## src/disk_status_pkg.sv

```systemverilog
// shared types and constants for the disk status and format-stream block
// assumes a single 250 MHz clock domain and a controller core on that clock
package disk_status_pkg;

  // ********************************
  // status bit positions
  // ********************************
  localparam int ST_NRDY = 7;
  localparam int ST_WPROT = 6;
  localparam int ST_HLD_RTYPE = 5;
  localparam int ST_SEEK_RNF = 4;
  localparam int ST_CRC = 3;
  localparam int ST_TRK0_LOST = 2;
  localparam int ST_INDEX_DRQ = 1;
  localparam int ST_BUSY = 0;
  // not-ready reads as set while reset is held
  localparam logic [7:0] STATUS_RST = 8'h80;

  // ********************************
  // format stream codes
  // ********************************
  localparam logic [7:0] CRC_GEN_CODE = 8'hF7;
  localparam logic [7:0] ZERO_FILL = 8'h00;
  localparam logic [1:0] CRC_BYTES = 2'h2;
  localparam logic [1:0] CRC_NONE = 2'h0;

  // ********************************
  // buffer shape
  // ********************************
  localparam int DATA_W = 8;
  localparam int FIFO_DEPTH = 32;

  // class of the most recent accepted command
  typedef enum logic [2:0] {
    CLS_POS, CLS_RD_ADDR, CLS_RD_SEC, CLS_RD_TRK, CLS_WR_SEC, CLS_WR_TRK
  } cls_e;

  // one-cycle result flags from the controller core
  typedef struct packed {
    logic seek_err;
    logic crc_err;
    logic record_not_found;
    logic deleted_mark;
    logic wp_hit;
    logic done;
  } evt_s;

  // one byte slot towards the write serializer
  typedef struct packed {
    logic [7:0] data;
    logic is_crc;
  } wbyte_s;

endpackage

```

## src/disk_status.sv

```systemverilog
// status word and format byte stream of the floppy formatter/controller
// assumes drive pins are asynchronous and the core, host strobes share CLK
`timescale 1ns/10ps

module fmt_fifo #(
  parameter int WIDTH = 8,
  parameter int DEPTH = 32
) (
  // clock and reset
  input wire logic clk,
  input wire logic srst,
  input wire logic clr,
  // fill side
  input wire logic in_valid,
  output logic in_ready,
  input wire logic [WIDTH-1:0] in_data,
  // drain side
  output logic out_valid,
  input wire logic out_ready,
  output logic [WIDTH-1:0] out_data
);
  localparam int AW = $clog2(DEPTH);
  localparam logic [AW:0] FULL_CNT = (AW+1)'(DEPTH);
  logic [WIDTH-1:0] mem [DEPTH];
  logic [AW-1:0] wp_q, rp_q;
  logic [AW:0] cnt_q;
  wire push = in_valid && in_ready;
  wire pop = out_valid && out_ready;

  assign in_ready = cnt_q != FULL_CNT;
  assign out_valid = cnt_q != '0;
  assign out_data = mem[rp_q];

  always_ff @(posedge clk)
  begin
    if (push)
      mem[wp_q] <= in_data;
  end

  always_ff @(posedge clk)
  begin
    if (srst || clr)
    begin
      wp_q <= '0;
      rp_q <= '0;
      cnt_q <= '0;
    end
    else
    begin
      if (push)
        wp_q <= (wp_q == AW'(DEPTH - 1)) ? '0 : wp_q + 1'b1;
      if (pop)
        rp_q <= (rp_q == AW'(DEPTH - 1)) ? '0 : rp_q + 1'b1;
      cnt_q <= cnt_q + (AW+1)'(push) - (AW+1)'(pop);
    end
  end
endmodule

module disk_status (
  // clock and reset (reset doubles as the master reset line)
  input wire logic CLK,
  input wire logic SRST,
  // drive pins, asynchronous
  input wire logic DRIVE_READY,
  input wire logic WRITE_PROTECT_INPUT_N,
  input wire logic HEAD_LOAD_TIMING_INPUT,
  input wire logic TRACK_ZERO_INPUT_N,
  input wire logic INDEX_PULSE_INPUT_N,
  // controller core
  input wire logic CMD_VALID,
  input wire disk_status_pkg::cls_e CMD_CLASS,
  input wire logic FORCE_INT,
  input wire logic HEAD_LOAD_REQ,
  input wire disk_status_pkg::evt_s EVT,
  input wire logic BYTE_TICK,
  input wire logic RD_BYTE_VALID,
  input wire logic [7:0] RD_BYTE,
  // host data register access
  input wire logic HOST_RD_DATA,
  input wire logic HOST_WR_DATA,
  input wire logic [7:0] HOST_DATA,
  // status and data towards host
  output logic [7:0] STATUS_Q,
  output logic [7:0] DATA_Q,
  output logic DATA_REQUEST,
  output logic HEAD_LOAD_OUTPUT,
  output logic CMD_REJECT,
  // byte slots towards the write serializer
  output logic WR_STB,
  output disk_status_pkg::wbyte_s WR_OUT
);
  import disk_status_pkg::*;

  // ********************************
  // pin synchronisers
  // ********************************
  logic [4:0] pin_m_q, pin_s_q;
  always_ff @(posedge CLK)
  begin
    pin_m_q <= {DRIVE_READY, WRITE_PROTECT_INPUT_N, HEAD_LOAD_TIMING_INPUT,
                TRACK_ZERO_INPUT_N, INDEX_PULSE_INPUT_N};
    pin_s_q <= pin_m_q;
  end
  wire ready_s = pin_s_q[4];
  wire wprot_n_s = pin_s_q[3];
  wire hlt_s = pin_s_q[2];
  wire trk0_n_s = pin_s_q[1];
  wire index_n_s = pin_s_q[0];

  // ********************************
  // command acceptance
  // ********************************
  cls_e cls_q;
  logic busy_q, seek_q, crc_q, rnf_q, rtype_q, wp_q, lost_q, drq_q;
  logic [1:0] crc_left_q;
  wire is_rw = CMD_CLASS != CLS_POS;
  wire cmd_ok = CMD_VALID && !FORCE_INT && (!is_rw || ready_s);
  wire cmd_bad = CMD_VALID && !FORCE_INT && is_rw && !ready_s;
  wire wr_mode = busy_q && (cls_q == CLS_WR_SEC || cls_q == CLS_WR_TRK);
  wire rd_mode = busy_q && (cls_q == CLS_RD_ADDR || cls_q == CLS_RD_SEC
                 || cls_q == CLS_RD_TRK);

  // ********************************
  // format byte path
  // ********************************
  logic f_ready, f_valid;
  logic [7:0] f_data;
  wire want_byte = BYTE_TICK && wr_mode && crc_left_q == CRC_NONE;
  wire pop_crc = want_byte && f_valid && f_data == CRC_GEN_CODE;
  // an empty buffer at byte time still yields a zero byte; lost data is flagged
  wire write_starved = want_byte && !f_valid;
  wire lost_set = (BYTE_TICK && rd_mode && drq_q) || write_starved;

  fmt_fifo #(.WIDTH(DATA_W), .DEPTH(FIFO_DEPTH)) u_fifo (
    .clk(CLK),
    .srst(SRST),
    .clr(cmd_ok),
    .in_valid(HOST_WR_DATA && wr_mode),
    .in_ready(f_ready),
    .in_data(HOST_DATA),
    .out_valid(f_valid),
    .out_ready(want_byte),
    .out_data(f_data)
  );

  // no index mark or gap length is checked: bytes pass as given except F7, which becomes two CRC slots
  always_ff @(posedge CLK)
  begin
    if (SRST)
    begin
      WR_STB <= 1'b0;
      WR_OUT <= '0;
      crc_left_q <= CRC_NONE;
    end
    else
    begin
      WR_STB <= BYTE_TICK && wr_mode;
      if (BYTE_TICK && wr_mode && crc_left_q != CRC_NONE)
      begin
        WR_OUT <= '{data: ZERO_FILL, is_crc: 1'b1};
        crc_left_q <= crc_left_q - 1'b1;
      end
      else if (pop_crc)
      begin
        WR_OUT <= '{data: ZERO_FILL, is_crc: 1'b1};
        crc_left_q <= CRC_BYTES - 1'b1;
      end
      else if (want_byte)
        WR_OUT <= '{data: f_valid ? f_data : ZERO_FILL, is_crc: 1'b0};
      if (!wr_mode)
        crc_left_q <= CRC_NONE;
    end
  end

  // ********************************
  // status state
  // ********************************
  // hardware sets win over the clear of a new command in the same cycle
  function automatic logic sticky(input logic cur, input logic clr, input logic set);
    sticky = (cur && !clr) || set;
  endfunction

  always_ff @(posedge CLK)
  begin
    if (SRST)
    begin
      cls_q <= CLS_POS;
      busy_q <= 1'b0;
      {seek_q, crc_q, rnf_q, rtype_q, wp_q, lost_q} <= '0;
      CMD_REJECT <= 1'b0;
      HEAD_LOAD_OUTPUT <= 1'b0;
    end
    else
    begin
      CMD_REJECT <= cmd_bad;
      HEAD_LOAD_OUTPUT <= HEAD_LOAD_REQ;
      if (cmd_ok)
        cls_q <= CMD_CLASS;
      else if (FORCE_INT && !busy_q)
        cls_q <= CLS_POS;
      if (cmd_ok)
        busy_q <= 1'b1;
      else if (FORCE_INT || EVT.done)
        busy_q <= 1'b0;
      seek_q <= sticky(seek_q, cmd_ok, EVT.seek_err);
      crc_q <= sticky(crc_q, cmd_ok, EVT.crc_err);
      rnf_q <= sticky(rnf_q, cmd_ok, EVT.record_not_found);
      rtype_q <= sticky(rtype_q, cmd_ok, EVT.deleted_mark);
      wp_q <= sticky(wp_q, cmd_ok, EVT.wp_hit);
      lost_q <= sticky(lost_q, cmd_ok, lost_set);
    end
  end

  // data request: a read byte waiting, or room in the buffer for a write
  always_ff @(posedge CLK)
  begin
    if (SRST)
    begin
      drq_q <= 1'b0;
      DATA_Q <= '0;
    end
    else
    begin
      if (RD_BYTE_VALID)
        DATA_Q <= RD_BYTE;
      if (wr_mode)
        drq_q <= f_ready && !HOST_WR_DATA;
      else
        drq_q <= sticky(drq_q, HOST_RD_DATA || cmd_ok, RD_BYTE_VALID);
    end
  end
  assign DATA_REQUEST = drq_q;

  // ********************************
  // status read multiplexer
  // ********************************
  wire rd_sec = cls_q == CLS_RD_SEC;
  wire has_rnf = rd_sec || cls_q == CLS_RD_ADDR || cls_q == CLS_WR_SEC;
  wire is_wr = cls_q == CLS_WR_SEC || cls_q == CLS_WR_TRK;
  wire [7:0] pos_view = {!ready_s, !wprot_n_s, HEAD_LOAD_OUTPUT && hlt_s, seek_q,
                         crc_q, !trk0_n_s, !index_n_s, busy_q};
  wire [7:0] rw_view = {!ready_s, wp_q && is_wr, rtype_q && rd_sec, rnf_q && has_rnf,
                        crc_q && has_rnf, lost_q, drq_q, busy_q};
  wire [7:0] status_d = (cls_q == CLS_POS) ? pos_view : rw_view;

  always_ff @(posedge CLK)
  begin
    if (SRST)
      STATUS_Q <= STATUS_RST;
    else
      STATUS_Q <= status_d;
  end
endmodule

```

## config.mk

```make
export PLATFORM = sky130hd
export DESIGN_NAME = disk_status
export DESIGN_NICKNAME = d
export VERILOG_FILES = /design/src/disk_status_pkg.sv /design/src/disk_status.sv
export SDC_FILE = /design/constraint.sdc
export NUM_CORES = 1
export LEC_CHECK = 0
export BUFFER_PORTS_ARGS = -buffer_cell sky130_fd_sc_hd__buf_2
export CAP_MARGIN = 20
export CORE_ASPECT_RATIO = 0.75
export CORE_MARGIN = 2
export CORE_UTILIZATION = 65
export DETAILED_ROUTE_END_ITERATION = 8
export GPL_TIMING_DRIVEN = 0
export PLACE_DENSITY = 0.8
export SYNTH_ARGS = -nofsm -noshare
export SYNTH_HDL_FRONTEND = slang
export SYNTH_SLANG_ARGS = --single-unit
```

## constraint.sdc

```tcl
create_clock -name CLK -period 6.55 [get_ports CLK]
set_input_delay 1.31 -clock CLK [delete_from_list [all_inputs] [get_ports CLK]]
set_output_delay 1.31 -clock CLK [all_outputs]
set_load 0.005 [all_outputs]
```

==> summary.txt <==
Status
  • Status: complete, no violations

Power and ir drop
  • Clk network pwr share: 0.432
  • Net Switching: 0.817 mW
  • Reg power frac: 0.550
  • Maximum vdd drop: 0.223 mV
  • Sw Ratio: 0.199
  • Combinational Power Share: 0.018
  • PD cells: 277 nW/µm²
  • Leakage: 4.97 nW
  • Int Pwr: 3.29 mW

Min path
  • Worst hold path class: reg -> reg

Critical path
  • Worst Setup Start Kind: register
  • Data required time of the critical path: 6.73 ns
  • CP Data Arrival Time: 3.27 ns
  • CP max FO: 9
  • Crit end category: register
  • Kind of critical path: reg -> reg

STA
  • Slew Limit Fails: 0
  • Endpoints failing hold: 0
  • F_max: 323 MHz
  • Setup_tns: 0 ns
  • Final min period: 3.10 ns
  • RSZ-0062 raised after global routing: false
  • Period utilisation layout: 0.473
  • Slew @ Worst Pin: 1.05 ns
  • Worst Clk Skew: 0.0248 ns
  • Slew HR: 0.296
  • Final setup viols: 0

Yosys
  • Syn Inst Count: 758
  • Async SR Flop Fraction: 0
  • Mapped Avg Cell Area: 17.3 µm²
  • Most common cell in the netlist: edfxtp_1
  • Cell accounting for the most synthesized area: edfxtp_1
  • Ys flop type: edfxtp_1
  • Post-Synthesis Net Count: 814
  • Sequential-to-total area share from yosys stat: 0.695
  • Yosys warnings: 0
  • EDFF count, synth: 256
  • Synth top area share: 0.585
  • Post-synth top cells: edfxtp_1 (256), nor2_1 (76), dfxtp_1 (72)
  • Post-Syn Area: 13100 µm²
  • Top post-synthesis cells by area: edfxtp_1 (59%), dfxtp_1 (11%), mux4_1 (7.2%)
  • Register bit total from synthesis: 328
  • Yosys cell types: 60

Layout
  • Layout cells sized above 1: 0.210
  • Fin nets: 912
  • Final Util: 0.739
  • Syn-to-layout area delta: 12.7%
  • # diodes: 0
  • Final cell count without fillers: 1138

Clocking
  • Setup Fix Bufs, Post-CTS: 0
  • Clk root buf: clkbuf_16
  • H-tree depth: 1
  • Clock insertion delay at the later pin of the skew report: 0.58 ns
  • # hold bufs at CTS: 0
  • Resized Gates After CTS: 0
  • CTS buffer count: 30
  • Maximum root-to-sink buffer count: 3
  • Clock transition at path regs: 0.06 ns
  • Clock sink count: 328
  • CTS tree: yes

GRT
  • First-pass GRT wire length: 45.3 mm
  • Largest net degree at the start of global routing: 33
  • Vias in the first global route: 7371
  • Initial antenna violation count: 0
  • Overflow after GRT: 0
  • Total track usage: 0.292

Die
  • Core area: 20000 µm²
  • Cell row count: 45
  • Initial Util: 0.656
  • Die area: 21400 µm²
  • Die span in x: 168 µm
  • # IOs: 68
  • Height of the chip: 127 µm

Route
  • Antenna-violating nets left: 0
  • Drt initial violations: 1014
  • Post-Route WL: 30.6 mm
  • DR WL/cell: 26.9 µm
  • DR vias/cell: 6.70
  • Via count: 7621
  • Residual DRC: 0
  • Pre-antenna DRT Iters: 5

Flow run
  • Max Cap Viol: 0

Placed design
  • Port bufs: 66
  • Placed cells: 1082
  • GPL Wtd Cong: 0.883
  • Post-DP HPWL: 19.4 mm
cell type report:
cell class	count	area, µm²
multi-input combinational	378	3680
clock buffer	46	881
fill	1179	5240
tap	258	323
timing repair buffer	66	330
clock inverter	10	134
buffer	38	282
sequential	328	9130
inverter	14	52.6
cell families (layout without fill, tap and decap cells):
group | Yosys count | after routing | synth area share
flops | 328 | 328 | 0.695
mux | 91 | 91 | 0.147
xor+xnor | 4 | 4 | 0.00267
fa+ha+maj | 17 | 17 | 0.0168
buf+inv | 52 | 174 | 0.0254
simple gates | 191 | 191 | 0.0770
compound gates | 75 | 75 | 0.0363
power groups by stage:
stage          registers [mW]  logic [mW]  clock network, mW
6_report                 2.26      0.0741               1.77
2_1_floorplan            2.30      0.0232                  0
5_1_grt                  2.26      0.0810               1.86
3_3_place_gp             2.30      0.0673                  0
4_1_cts                  2.26      0.0729               1.77
3_5_place_dp             2.30      0.0726                  0
per-stage QoR:
stage	total power [mW]	area, µm²	worst slack [ns]	hold slack, ns
2_1_floorplan	2.33	13100	3.58	0.310
3_3_place_gp	2.37	13800	3.16	0.310
3_5_place_dp	2.38	13800	3.06	0.315
4_1_cts	4.11	14800	3.50	0.329
5_1_grt	4.20	14800	3.19	0.339
6_report	4.10	14800	3.45	0.330
placed cells by master, fill, tap and decap left out, drive strengths merged, types with 6 or more instances in the layout:
cell type,n
nor2,76
ha,16
inv,13
dfxtp,72
nor3,14
or3b,6
mux4,70
o21ai,7
buf,85
a21oi,37
clkbuf,65
edfxtp,256
nand3b,9
o22ai,10
clkinv,9
nand2b,8
mux2,6
nand3,10
nand2,29
mux2i,15
final timing paths:
kind | from | end | slack, ns | cells past startpoint
setup / recovery | busy_q$_SDFFE_PP0P_ | u_fifo.mem[1][5]$_DFFE_PP_ | 3.45 | 6
hold / removal | pin_m_q[0]$_DFF_P_ | pin_s_q[0]$_DFF_P_ | 0.33 | 0
setup reg to reg | busy_q$_SDFFE_PP0P_ | u_fifo.mem[1][5]$_DFFE_PP_ | 3.45 | 6
hold reg to reg | pin_m_q[0]$_DFF_P_ | pin_s_q[0]$_DFF_P_ | 0.33 | 0
sequential cells by signal, indices dropped and copies added (netlist names), 2 cells and up, named ones only:
register / count
u_fifo.rp_q: 5
WR_OUT: 9
u_fifo.cnt_q: 6
u_fifo.mem: 256
u_fifo.wp_q: 5
pin_m_q: 5
cls_q: 3
crc_left_q: 2
pin_s_q: 5
STATUS_Q: 8
DATA_Q: 8
worst max-delay path, cell delays in order, from the launching register on:
cell and delay, ns:
dfxtp_1 0.39, and3b_1 0.17, clkbuf_1 0.28, nand3_1 0.33
clkinv_1 0.28, nand2_1 0.34, nor2_1 0.92
metal layers:
metal	GRT usage	vias up	wire length [µm]
met5	0	-	0
met4	0.0832	0	818
li1	-	3205	-
met1	0.438	3860	12500
met2	0.444	488	14100
met3	0.0654	68	3180
No activity file was read; power rests on OpenSTA's default activity.
